`src/rtl/arm_ctrl_pkg.sv`:
```
// Constants shared by the interval arming control and its delay unit.
`default_nettype none
package arm_ctrl_pkg;

  // Register offsets (byte addresses).
  localparam logic [7:0] CTRL_OFFSET        = 8'h00;
  localparam logic [7:0] START_COUNT_OFFSET = 8'h04;
  localparam logic [7:0] START_TIME_OFFSET  = 8'h08;
  localparam logic [7:0] STOP_COUNT_OFFSET  = 8'h0c;
  localparam logic [7:0] STOP_TIME_OFFSET   = 8'h10;
  localparam logic [7:0] CMD_OFFSET         = 8'h14;
  localparam logic [7:0] STATUS_OFFSET      = 8'h18;

  // Field positions in the control register.
  localparam int START_OUTER_BIT = 0;
  localparam int START_SLOPE_BIT = 1;
  localparam int START_INNER_LSB = 2;
  localparam int STOP_OUTER_BIT  = 4;
  localparam int STOP_SLOPE_BIT  = 5;
  localparam int STOP_INNER_LSB  = 6;
  localparam int FUNC_LSB        = 8;

  // Command and status bits, and the stop time long-range bit.
  localparam int CMD_ARM_BIT        = 0;
  localparam int CMD_ABORT_BIT      = 1;
  localparam int STAT_START_BIT     = 0;
  localparam int STAT_STOP_BIT      = 1;
  localparam int STAT_ERR_BIT       = 2;
  localparam int STAT_BUSY_BIT      = 3;
  localparam int STOP_TIME_LONG_BIT = 31;

  // Value widths and limits.
  localparam int VALUE_W = 27;
  localparam logic [26:0] COUNT_MIN      = 27'h0000001;
  localparam logic [26:0] COUNT_MAX      = 27'h5f5e0ff;
  localparam logic [26:0] SHORT_TIME_MIN = 27'h0000001;
  localparam logic [26:0] SHORT_TIME_MAX = 27'h098967f;
  localparam logic [26:0] LONG_TIME_MIN  = 27'h00003e8;
  localparam logic [26:0] LONG_TIME_MAX  = 27'h0002710;

  // Reset values.
  localparam logic [10:0] CTRL_RESET  = 11'h000;
  localparam logic [26:0] COUNT_RESET = 27'h0000001;
  localparam logic [26:0] TIME_RESET  = 27'h0000001;

  // Timing: clock period, short step and long step in ns, and both steps in clock cycles.
  localparam int CLK_PERIOD_NS    = 100;
  localparam int SHORT_STEP_NS    = 100;
  localparam int LONG_STEP_NS     = 1000000;
  localparam int SHORT_STEP_CYCLES = (SHORT_STEP_NS + CLK_PERIOD_NS - 1) / CLK_PERIOD_NS;
  localparam int LONG_STEP_CYCLES  = (LONG_STEP_NS + CLK_PERIOD_NS - 1) / CLK_PERIOD_NS;

  // Source and function encodings.
  typedef enum logic [1:0] {INNER_IMM, INNER_TIMER, INNER_EVENTS, INNER_BAD} inner_src_type;
  typedef enum logic [2:0] {
    FUNC_INTERVAL, FUNC_RISE, FUNC_FALL, FUNC_DUTY, FUNC_WIDTH
  } func_type;
  localparam logic [2:0] FUNC_LAST = 3'h4;

endpackage
`default_nettype wire

```
`src/rtl/delay_if.sv`:
```
// Link between an arm tree and its inner delay unit.
`timescale 1ns/1ns
`default_nettype none
interface delay_if;
  logic        load;
  logic        cancel;
  logic        by_events;
  logic        long_range;
  logic [26:0] target;
  logic        event_pulse;
  logic        done;

  modport ctrl (output load, output cancel, output by_events, output long_range,
                output target, output event_pulse, input done);
  modport unit (input load, input cancel, input by_events, input long_range,
                input target, input event_pulse, output done);
endinterface
`default_nettype wire

```
`src/rtl/arm_delay_unit.sv`:
```
// Inner delay layer: counts timer steps or events, then pulses done.
`timescale 1ns/1ns
`default_nettype none
module arm_delay_unit #(
  parameter int LONG_STEP_CYCLES = arm_ctrl_pkg::LONG_STEP_CYCLES
) (
  // Clock and reset.
  input wire logic ref_clk,
  input wire logic rst,
  // Control link.
  delay_if.unit    dl
);
  localparam int DIV_W = $clog2(LONG_STEP_CYCLES + 1);

  logic              busy_reg, busy_next;
  logic              done_reg, done_next;
  logic [26:0]       remain_reg, remain_next;
  logic [DIV_W-1:0]  div_reg, div_next;
  logic              ev_mode_reg, ev_mode_next;
  logic              long_reg, long_next;
  logic              tick;

  assign dl.done = done_reg;

  // Step tick: one per clock in short range, one per divider wrap in long
  // range, or one per event. The divider restarts at load so the first long
  // step is a full one.
  always_comb begin
    div_next = div_reg;
    tick     = 1'b0;
    if (ev_mode_reg) begin
      tick = dl.event_pulse;
    end else if (long_reg) begin
      if (div_reg == DIV_W'(LONG_STEP_CYCLES - 1)) begin
        div_next = '0;
        tick     = 1'b1;
      end else begin
        div_next = div_reg + DIV_W'(1);
      end
    end else begin
      tick = 1'b1;
    end
    busy_next    = busy_reg;
    remain_next  = remain_reg;
    ev_mode_next = ev_mode_reg;
    long_next    = long_reg;
    done_next    = 1'b0;
    if (dl.cancel) begin
      busy_next = 1'b0;
    end else if (dl.load) begin
      busy_next    = 1'b1;
      remain_next  = dl.target;
      ev_mode_next = dl.by_events;
      long_next    = dl.long_range;
      div_next     = '0;
    end else if (busy_reg && tick) begin
      if (remain_reg <= 27'h0000001) begin
        busy_next = 1'b0;
        done_next = 1'b1;
      end else begin
        remain_next = remain_reg - 27'h0000001;
      end
    end
  end

  // State registers.
  always_ff @(posedge ref_clk) begin
    if (rst) begin
      busy_reg    <= 1'b0;
      done_reg    <= 1'b0;
      remain_reg  <= '0;
      div_reg     <= '0;
      ev_mode_reg <= 1'b0;
      long_reg    <= 1'b0;
    end else begin
      busy_reg    <= busy_next;
      done_reg    <= done_next;
      remain_reg  <= remain_next;
      div_reg     <= div_next;
      ev_mode_reg <= ev_mode_next;
      long_reg    <= long_next;
    end
  end
endmodule
`default_nettype wire

```
`src/rtl/interval_arm_control.sv`:
```
// Start and stop arm trees for interval measurement, with register port.
// Notes on behaviour
// - interval accepts only listed arming combinations.
// - other functions use only outer start layer.
// - start slope resets rising, used when external.
// - start outer source source_a or external, resets source_a.
// - start event count 1..99,999,999, resets 1.
// - start inner source source_a, timer or events.
// - start timer 100 ns steps, resets minimum.
// - stop slope resets rising, used when external.
// - stop outer source source_a or external, resets source_a.
// - stop event count 1..99,999,999, resets 1.
// - stop inner source source_a, timer or events.
// - stop timer short 100 ns, long 1 ms steps.
// - inner layers ignored outside interval function.
`timescale 1ns/1ns
`default_nettype none
module interval_arm_control #(
  parameter int LONG_STEP_CYCLES = arm_ctrl_pkg::LONG_STEP_CYCLES
) (
  // Clock and reset.
  input  wire logic        ref_clk,
  input  wire logic        rst,
  // Register port.
  input  wire logic [7:0]  addr,
  input  wire logic [31:0] wdata,
  input  wire logic        wr_stb,
  input  wire logic        rd_stb,
  output var  logic [31:0] rdata,
  // External arm and event pins.
  input  wire logic        ext_arm,
  input  wire logic        count_event,
  // Edge enables and busy flag to the measurement core.
  output var  logic        start_enable,
  output var  logic        stop_enable,
  output var  logic        arm_busy
);
  typedef enum logic [1:0] {ST_IDLE, ST_WAIT_EDGE, ST_DELAY, ST_ACTIVE} tree_state_type;

  // Settings.
  logic [10:0] ctrl_reg, ctrl_next;
  logic [26:0] start_count_reg, start_count_next;
  logic [26:0] start_time_reg, start_time_next;
  logic [26:0] stop_count_reg, stop_count_next;
  logic [26:0] stop_time_reg, stop_time_next;
  logic        stop_long_reg, stop_long_next;
  logic        err_reg, err_next;
  logic [31:0] rdata_reg, rdata_next;

  // Pin synchronisers and edge history.
  logic        arm_s1_reg, arm_s2_reg, arm_d_reg;
  logic        ev_s1_reg, ev_s2_reg, ev_d_reg;
  logic        arm_rise, arm_fall, ev_pulse;

  // Arm trees.
  tree_state_type start_state_reg, start_state_next;
  tree_state_type stop_state_reg, stop_state_next;
  logic        session_reg, session_next;
  logic        start_en_reg, stop_en_reg, busy_reg;

  // Decoded fields.
  logic        start_ext, start_neg, stop_ext, stop_neg, is_interval;
  logic [1:0]  start_inner, stop_inner;
  logic        arm_cmd, abort_cmd, start_edge_hit, stop_edge_hit;
  logic        ctrl_ok, start_count_ok, start_time_ok, stop_count_ok, stop_time_ok;
  logic [10:0] wr_ctrl;
  logic        wr_long;
  logic [26:0] wr_value;

  delay_if start_dl ();
  delay_if stop_dl ();

  arm_delay_unit #(.LONG_STEP_CYCLES(LONG_STEP_CYCLES)) start_delay (
    .ref_clk (ref_clk),
    .rst     (rst),
    .dl      (start_dl.unit)
  );

  arm_delay_unit #(.LONG_STEP_CYCLES(LONG_STEP_CYCLES)) stop_delay (
    .ref_clk (ref_clk),
    .rst     (rst),
    .dl      (stop_dl.unit)
  );

  // Field decode of the held settings.
  assign start_ext   = ctrl_reg[arm_ctrl_pkg::START_OUTER_BIT];
  assign start_neg   = ctrl_reg[arm_ctrl_pkg::START_SLOPE_BIT];
  assign start_inner = ctrl_reg[arm_ctrl_pkg::START_INNER_LSB +: 2];
  assign stop_ext    = ctrl_reg[arm_ctrl_pkg::STOP_OUTER_BIT];
  assign stop_neg    = ctrl_reg[arm_ctrl_pkg::STOP_SLOPE_BIT];
  assign stop_inner  = ctrl_reg[arm_ctrl_pkg::STOP_INNER_LSB +: 2];
  assign is_interval = ctrl_reg[arm_ctrl_pkg::FUNC_LSB +: 3] ==
                       arm_ctrl_pkg::FUNC_INTERVAL;

  // Write data decode and range checks of new settings.
  assign wr_ctrl  = wdata[10:0];
  assign wr_long  = wdata[arm_ctrl_pkg::STOP_TIME_LONG_BIT];
  assign wr_value = wdata[26:0];
  assign ctrl_ok  =
    !(!wr_ctrl[arm_ctrl_pkg::START_OUTER_BIT] &&
      wr_ctrl[arm_ctrl_pkg::START_INNER_LSB +: 2] != arm_ctrl_pkg::INNER_IMM) &&
    wr_ctrl[arm_ctrl_pkg::START_INNER_LSB +: 2] != arm_ctrl_pkg::INNER_BAD &&
    wr_ctrl[arm_ctrl_pkg::STOP_INNER_LSB +: 2] != arm_ctrl_pkg::INNER_BAD &&
    wr_ctrl[arm_ctrl_pkg::FUNC_LSB +: 3] <= arm_ctrl_pkg::FUNC_LAST;
  assign start_count_ok = wr_value >= arm_ctrl_pkg::COUNT_MIN &&
                          wr_value <= arm_ctrl_pkg::COUNT_MAX &&
                          wdata[31:27] == 5'h00;
  assign stop_count_ok  = start_count_ok;
  assign start_time_ok  = wr_value >= arm_ctrl_pkg::SHORT_TIME_MIN &&
                          wr_value <= arm_ctrl_pkg::SHORT_TIME_MAX &&
                          wdata[31:27] == 5'h00;
  assign stop_time_ok   = wdata[30:27] == 4'h0 && (wr_long ?
                          (wr_value >= arm_ctrl_pkg::LONG_TIME_MIN &&
                           wr_value <= arm_ctrl_pkg::LONG_TIME_MAX) :
                          (wr_value >= arm_ctrl_pkg::SHORT_TIME_MIN &&
                           wr_value <= arm_ctrl_pkg::SHORT_TIME_MAX));

  // Commands from the register port.
  assign arm_cmd   = wr_stb && addr == arm_ctrl_pkg::CMD_OFFSET &&
                     wdata[arm_ctrl_pkg::CMD_ARM_BIT];
  assign abort_cmd = wr_stb && addr == arm_ctrl_pkg::CMD_OFFSET &&
                     wdata[arm_ctrl_pkg::CMD_ABORT_BIT];

  // Edges of the synchronised pins; only the second stage is looked at.
  assign arm_rise = arm_s2_reg && !arm_d_reg;
  assign arm_fall = !arm_s2_reg && arm_d_reg;
  assign ev_pulse = ev_s2_reg && !ev_d_reg;
  assign start_edge_hit = start_neg ? arm_fall : arm_rise;
  assign stop_edge_hit  = stop_neg ? arm_fall : arm_rise;

  // Register writes; a rejected write keeps the old value and flags an error.
  always_comb begin
    ctrl_next        = ctrl_reg;
    start_count_next = start_count_reg;
    start_time_next  = start_time_reg;
    stop_count_next  = stop_count_reg;
    stop_time_next   = stop_time_reg;
    stop_long_next   = stop_long_reg;
    err_next         = err_reg;
    if (wr_stb && addr == arm_ctrl_pkg::STATUS_OFFSET && wdata[arm_ctrl_pkg::STAT_ERR_BIT]) begin
      err_next = 1'b0;
    end
    if (wr_stb) begin
      case (addr)
        arm_ctrl_pkg::CTRL_OFFSET: begin
          if (ctrl_ok) begin
            ctrl_next = wr_ctrl;
          end else begin
            err_next = 1'b1;
          end
        end
        arm_ctrl_pkg::START_COUNT_OFFSET: begin
          if (start_count_ok) begin
            start_count_next = wr_value;
          end else begin
            err_next = 1'b1;
          end
        end
        arm_ctrl_pkg::START_TIME_OFFSET: begin
          if (start_time_ok) begin
            start_time_next = wr_value;
          end else begin
            err_next = 1'b1;
          end
        end
        arm_ctrl_pkg::STOP_COUNT_OFFSET: begin
          if (stop_count_ok) begin
            stop_count_next = wr_value;
          end else begin
            err_next = 1'b1;
          end
        end
        arm_ctrl_pkg::STOP_TIME_OFFSET: begin
          if (stop_time_ok) begin
            stop_time_next = wr_value;
            stop_long_next = wr_long;
          end else begin
            err_next = 1'b1;
          end
        end
        default: begin
        end
      endcase
    end
  end

  // Start tree: outer qualifier, then inner delay, then active.
  always_comb begin
    start_state_next  = start_state_reg;
    session_next      = session_reg;
    start_dl.load     = 1'b0;
    start_dl.cancel   = abort_cmd || arm_cmd;
    start_dl.by_events = start_inner == arm_ctrl_pkg::INNER_EVENTS;
    start_dl.long_range = 1'b0;
    start_dl.target   = start_dl.by_events ? start_count_reg : start_time_reg;
    start_dl.event_pulse = ev_pulse;
    if (abort_cmd) begin
      start_state_next = ST_IDLE;
      session_next     = 1'b0;
    end else if (arm_cmd) begin
      session_next     = 1'b1;
      start_state_next = start_ext ? ST_WAIT_EDGE : ST_ACTIVE;
    end else begin
      case (start_state_reg)
        ST_WAIT_EDGE: begin
          if (start_edge_hit) begin
            if (!is_interval || start_inner == arm_ctrl_pkg::INNER_IMM) begin
              start_state_next = ST_ACTIVE;
            end else begin
              start_dl.load    = 1'b1;
              start_state_next = ST_DELAY;
            end
          end
        end
        ST_DELAY: begin
          if (start_dl.done) begin
            start_state_next = ST_ACTIVE;
          end
        end
        ST_IDLE: begin
        end
        ST_ACTIVE: begin
        end
        default: begin
          start_state_next = ST_IDLE;
        end
      endcase
    end
  end

  // Stop tree: waits for an active start, then its own two layers.
  always_comb begin
    stop_state_next     = stop_state_reg;
    stop_dl.load        = 1'b0;
    stop_dl.cancel      = abort_cmd || arm_cmd;
    stop_dl.by_events   = stop_inner == arm_ctrl_pkg::INNER_EVENTS;
    stop_dl.long_range  = stop_long_reg && !stop_dl.by_events;
    stop_dl.target      = stop_dl.by_events ? stop_count_reg : stop_time_reg;
    stop_dl.event_pulse = ev_pulse;
    if (abort_cmd || arm_cmd) begin
      stop_state_next = ST_IDLE;
    end else begin
      case (stop_state_reg)
        ST_IDLE: begin
          if (session_reg && start_state_reg == ST_ACTIVE) begin
            if (is_interval && stop_ext) begin
              stop_state_next = ST_WAIT_EDGE;
            end else if (!is_interval || stop_inner == arm_ctrl_pkg::INNER_IMM) begin
              stop_state_next = ST_ACTIVE;
            end else begin
              stop_dl.load    = 1'b1;
              stop_state_next = ST_DELAY;
            end
          end
        end
        ST_WAIT_EDGE: begin
          if (stop_edge_hit) begin
            if (stop_inner == arm_ctrl_pkg::INNER_IMM) begin
              stop_state_next = ST_ACTIVE;
            end else begin
              stop_dl.load    = 1'b1;
              stop_state_next = ST_DELAY;
            end
          end
        end
        ST_DELAY: begin
          if (stop_dl.done) begin
            stop_state_next = ST_ACTIVE;
          end
        end
        ST_ACTIVE: begin
        end
        default: begin
          stop_state_next = ST_IDLE;
        end
      endcase
    end
  end

  // Read data stand only in the cycle after the read strobe.
  always_comb begin
    rdata_next = 32'h00000000;
    if (rd_stb) begin
      case (addr)
        arm_ctrl_pkg::CTRL_OFFSET:        rdata_next = {21'h000000, ctrl_reg};
        arm_ctrl_pkg::START_COUNT_OFFSET: rdata_next = {5'h00, start_count_reg};
        arm_ctrl_pkg::START_TIME_OFFSET:  rdata_next = {5'h00, start_time_reg};
        arm_ctrl_pkg::STOP_COUNT_OFFSET:  rdata_next = {5'h00, stop_count_reg};
        arm_ctrl_pkg::STOP_TIME_OFFSET:   rdata_next = {stop_long_reg, 4'h0, stop_time_reg};
        arm_ctrl_pkg::STATUS_OFFSET: begin
          rdata_next[arm_ctrl_pkg::STAT_START_BIT] = start_en_reg;
          rdata_next[arm_ctrl_pkg::STAT_STOP_BIT]  = stop_en_reg;
          rdata_next[arm_ctrl_pkg::STAT_ERR_BIT]   = err_reg;
          rdata_next[arm_ctrl_pkg::STAT_BUSY_BIT]  = busy_reg;
        end
        default: rdata_next = 32'h00000000;
      endcase
    end
  end

  // Registers of settings, pins, trees and outputs.
  always_ff @(posedge ref_clk) begin
    if (rst) begin
      ctrl_reg        <= arm_ctrl_pkg::CTRL_RESET;
      start_count_reg <= arm_ctrl_pkg::COUNT_RESET;
      start_time_reg  <= arm_ctrl_pkg::TIME_RESET;
      stop_count_reg  <= arm_ctrl_pkg::COUNT_RESET;
      stop_time_reg   <= arm_ctrl_pkg::TIME_RESET;
      stop_long_reg   <= 1'b0;
      err_reg         <= 1'b0;
      rdata_reg       <= 32'h00000000;
      arm_s1_reg      <= 1'b0;
      arm_s2_reg      <= 1'b0;
      arm_d_reg       <= 1'b0;
      ev_s1_reg       <= 1'b0;
      ev_s2_reg       <= 1'b0;
      ev_d_reg        <= 1'b0;
      start_state_reg <= ST_IDLE;
      stop_state_reg  <= ST_IDLE;
      session_reg     <= 1'b0;
      start_en_reg    <= 1'b0;
      stop_en_reg     <= 1'b0;
      busy_reg        <= 1'b0;
    end else begin
      ctrl_reg        <= ctrl_next;
      start_count_reg <= start_count_next;
      start_time_reg  <= start_time_next;
      stop_count_reg  <= stop_count_next;
      stop_time_reg   <= stop_time_next;
      stop_long_reg   <= stop_long_next;
      err_reg         <= err_next;
      rdata_reg       <= rdata_next;
      arm_s1_reg      <= ext_arm;
      arm_s2_reg      <= arm_s1_reg;
      arm_d_reg       <= arm_s2_reg;
      ev_s1_reg       <= count_event;
      ev_s2_reg       <= ev_s1_reg;
      ev_d_reg        <= ev_s2_reg;
      start_state_reg <= start_state_next;
      stop_state_reg  <= stop_state_next;
      session_reg     <= session_next;
      start_en_reg    <= start_state_next == ST_ACTIVE;
      stop_en_reg     <= stop_state_next == ST_ACTIVE;
      busy_reg        <= session_next && stop_state_next != ST_ACTIVE;
    end
  end

  // Outputs straight from flip-flops.
  assign rdata        = rdata_reg;
  assign start_enable = start_en_reg;
  assign stop_enable  = stop_en_reg;
  assign arm_busy     = busy_reg;
endmodule
`default_nettype wire

```
`config.mk`:
```
export PLATFORM = sky130hd
export DESIGN_NAME = interval_arm_control
export DESIGN_NICKNAME = d
export VERILOG_FILES = /design/src/rtl/arm_ctrl_pkg.sv /design/src/rtl/delay_if.sv /design/src/rtl/arm_delay_unit.sv /design/src/rtl/interval_arm_control.sv
export SDC_FILE = /design/constraint.sdc
export NUM_CORES = 1
export LEC_CHECK = 0
export BUFFER_PORTS_ARGS = -buffer_cell sky130_fd_sc_hd__buf_4
export CAP_MARGIN = 20
export CORE_ASPECT_RATIO = 0.75
export CORE_MARGIN = 2
export CORE_UTILIZATION = 35
export DETAILED_ROUTE_END_ITERATION = 6
export PLACE_DENSITY = 0.58
export SYNTH_ARGS = -nofsm -noshare
export SYNTH_HDL_FRONTEND = slang
export SYNTH_SLANG_ARGS = --single-unit
```
`constraint.sdc`:
```
create_clock -name ref_clk -period 2.4 [get_ports ref_clk]
set_input_delay 0.24 -clock ref_clk [delete_from_list [all_inputs] [get_ports ref_clk]]
set_output_delay 0.24 -clock ref_clk [all_outputs]
set_load 0.01 [all_outputs]
```
==> qor.yml <==
number_of_diodes_added_for_antenna_fixing: 0
largest_register_ffs: 28
grt.total_usage: 0.2104
detailroute.via_count: 10950
cp-end-kind: "register"
ctsRootBufferMaster: "clkbuf_16"
die_h_um: 161.8
ys_async_sr_fraction: 0
synth_flop_cell: "dfxtp_1"
synth_sequential_area_ratio: 0.4099
clk_latency_ps: 540
ant_nets: 0
multi_input_comb_area_mm2: 0.006807
core_area_mm2: 0.03252
drt-wirelength-per-cell_um: 19.84
synth.ff_latch_count: 238
clock.fmax_mhz: 409.3
post-route-period-util: 1.018
dr.pass1.iters: 7
total_leakage_power_nw: 5.754
slew_viol_final: 0
detail_route.vias_per_cell: 5.608
peakVddDrop_uv: 440.5
period_needed_ps: 2443
horizontal_extent_of_the_die_um: 214.4
die-area_mm2: 0.03470
outcome: "finished with violations"
grt_overflow: 0
worstHoldEndpoint: "start_time_reg[18]"
rsz0062_at_grt: "true"
finalSetupViolCount: 4
first_global_vias: 10130
gpl_wtd_cong: 0.9330
floorplan.io_pins: 81
number_of_instances_in_the_synthesized_netlist: 1307
cts.reportedPaths.clkPinSlew_ps: 60
number_of_synthesized_flops_with_an_enable_pin: 0
total_power_consumption_of_the_routed_design_mw: 8.465
seq_area_mm2: 0.004770
largest_net_degree_at_the_start_of_global_routing: 71
fill_cells: 3142
route.detailed.drc: 1
numPortBuffers: 76
syn_avg_cell_area_um2: 8.893
cp.required_ps: 2850
violations: "design-rule violations, negative setup slack"
tritoncts.num_buffers: 26
final_common_cell: "dfxtp_1"
antenna_violations_before_repair: 0
layout_setup_ws_ps: -43.47
hpwlAfterDp_mm: 26.85
layout.cells.most_common_list: "234 x dfxtp_1, 221 x buf_4, 102 x nor2_1, 84 x a211oi_1, 72 x mux2i_1"
post_synth_instance_area_mm2: 0.01162
crit_start: "stop_delay.remain_reg[4]"
finish.utilization: 0.4695
crit_type: "reg -> reg"
cts_max_path_buffers: 3
max_slew.worst_pin.slew_ps: 753.3
fin_worst_skew_ps: 11.92
clock_tree.htree_level_count: 1
detailedRoute.firstIterationViolations: 1112
hp-start: "wdata[18]"
arrival_ps: 2900
flow.area_growth_from_synthesis_pct: 31.36
rr_startpoint: "stop_delay.remain_reg[4]"
slew-limit-headroom: 0.4848
critPathLaunchType: "register"
cts_tree: "done"
number_of_unique_standard_cell_types_used_by_synthesis: 77
crit_fanout: 3
design.final.nets: 1545
cap_viol_max_count: 0
initial_core_util: 0.3574
global_route_wire_length_before_repair_mm: 58.06
yosysWarnings: 0
r2r_slack_ps: -40
regToRegEndpoint: "stop_delay.remain_reg[20]"
standard_cell_row_count: 57
power-per-cell-area_mw_per_mm2: 554.4
fraction_of_final_layout_cells_with_drive_strength_greater_than_1: 0.2563
clkSinkCount: 238
reg2regPathDepth: 6
drt_wl_total_mm: 38.73
timing.setup.tns_ps: -91.34
timing.hold.worst_path_depth: 3
hold_viol: 0
min_path_type: "in -> reg"
==> worst max path at each step <==
stage	end	cells after the start
floorplan	stop_time_reg[17]	8
global placement	stop_long_reg	8
detailed placement	stop_time_reg[8]	8
CTS	stop_delay.remain_reg[20]	6
global route	stop_delay.remain_reg[11]	7
finish	stop_delay.remain_reg[20]	6
==> layout make-up <==
class                   count  share of cell area
clock buffers              34             0.04991
clock inverters            14            0.008195
flip-flops and latches    238              0.3124
well taps                 442             0.03622
inverters                  16            0.003933
repair buffers            253              0.1436
multi-input cells         955              0.4458
==> power breakdown <==
part           leakage [nW]  total [mW]  switching, mW  internal [mW]
Clock                 0.445        4.15           1.71           2.45
Combinational          3.39       0.358          0.211          0.147
Sequential             1.92        3.96        0.00222           3.95
==> timing repair <==
action,in CTS,in global routing
setup buffers,8,12
gates cloned,1,6
hold buffers,2,0
endpoints found under the hold margin,2,0
gates resized for setup,25,53
endpoints found under the setup margin,24,44
pin swaps,15,16
==> critical path, stage by stage, from the launching register on <==
cell and delay, ps:
dfxtp_2 320, or4_4 560, nor4_4 250, nand2_2 120, or3_4 410, or4_4 490, a311oi_2 200
==> cells by family after synthesis <==
| kind of cell | Yosys count | share of synthesized area |
|---|---|---|
| AND/OR/NAND/NOR | 522 | 0.2579 |
| other | 1 | 0.0003226 |
| XOR/XNOR | 45 | 0.03391 |
| buffers and inverters | 118 | 0.04489 |
| AO/OA/AOI/OAI | 301 | 0.1805 |
| flip-flops | 238 | 0.4099 |
| multiplexers | 72 | 0.06200 |
| adder cells (fa/ha/maj) | 10 | 0.01055 |
==> stage by stage <==
step           hold WS (ps)  instance area (µm²)  cells  setup slack, ps
5_1_grt               32.50                15270   1952           -150.6
3_5_place_dp          434.9                13710   1878           -412.1
3_3_place_gp          434.1                13710   1878           -331.7
6_report              26.07                15270   1952           -43.47
2_1_floorplan         357.9                11650   1310           -43.10
4_1_cts               1.660                14820   1937           -93.11
==> per-layer routing <==
layer	track usage	vias to the layer above	routed length [µm]
met3	0.03315	47	2718
met1	0.3074	5314	18540
met5	0	-	0
met4	0.04893	0	700
met2	0.3245	383	16770
li1	-	5202	-
==> synthesized netlist by cell type, types with 4 or more instances <==
| cell type | count | area share |
|---|---|---|
| dfxtp_1 | 238 | 0.41 |
| nor2_1 | 104 | 0.034 |
| a211oi_1 | 101 | 0.065 |
| clkbuf_1 | 75 | 0.024 |
| mux2i_1 | 72 | 0.062 |
| nor2b_1 | 70 | 0.038 |
| nand2_1 | 58 | 0.019 |
| nand2b_1 | 54 | 0.029 |
| nand3b_1 | 50 | 0.032 |
| o21ai_0 | 43 | 0.019 |
| a21oi_1 | 31 | 0.013 |
| nor3_1 | 31 | 0.013 |
| nor4_1 | 30 | 0.016 |
| xor2_1 | 23 | 0.017 |
| nand4_1 | 22 | 0.012 |
| xnor2_1 | 22 | 0.017 |
| nand3_1 | 21 | 0.0090 |
| o21ai_1 | 21 | 0.0090 |
| a22oi_1 | 20 | 0.013 |
| buf_2 | 19 | 0.0082 |
| inv_1 | 16 | 0.0052 |
| a31oi_1 | 15 | 0.0081 |
| or3_1 | 15 | 0.0081 |
| a222oi_1 | 14 | 0.012 |
| ha_1 | 9 | 0.0097 |
| a211o_1 | 7 | 0.0053 |
| and2_1 | 7 | 0.0038 |
| and3_1 | 7 | 0.0038 |
| nand4b_1 | 7 | 0.0053 |
| or4_1 | 6 | 0.0039 |
| a221oi_1 | 5 | 0.0038 |
| a22o_1 | 5 | 0.0038 |
| a311oi_1 | 5 | 0.0038 |
| nor3b_1 | 5 | 0.0032 |
| nor4b_1 | 5 | 0.0038 |
| or2_2 | 5 | 0.0027 |
| a21o_1 | 4 | 0.0026 |
| and3b_1 | 4 | 0.0030 |
| and4_1 | 4 | 0.0030 |
| buf_4 | 4 | 0.0026 |
(Power assumes the default switching activity.)
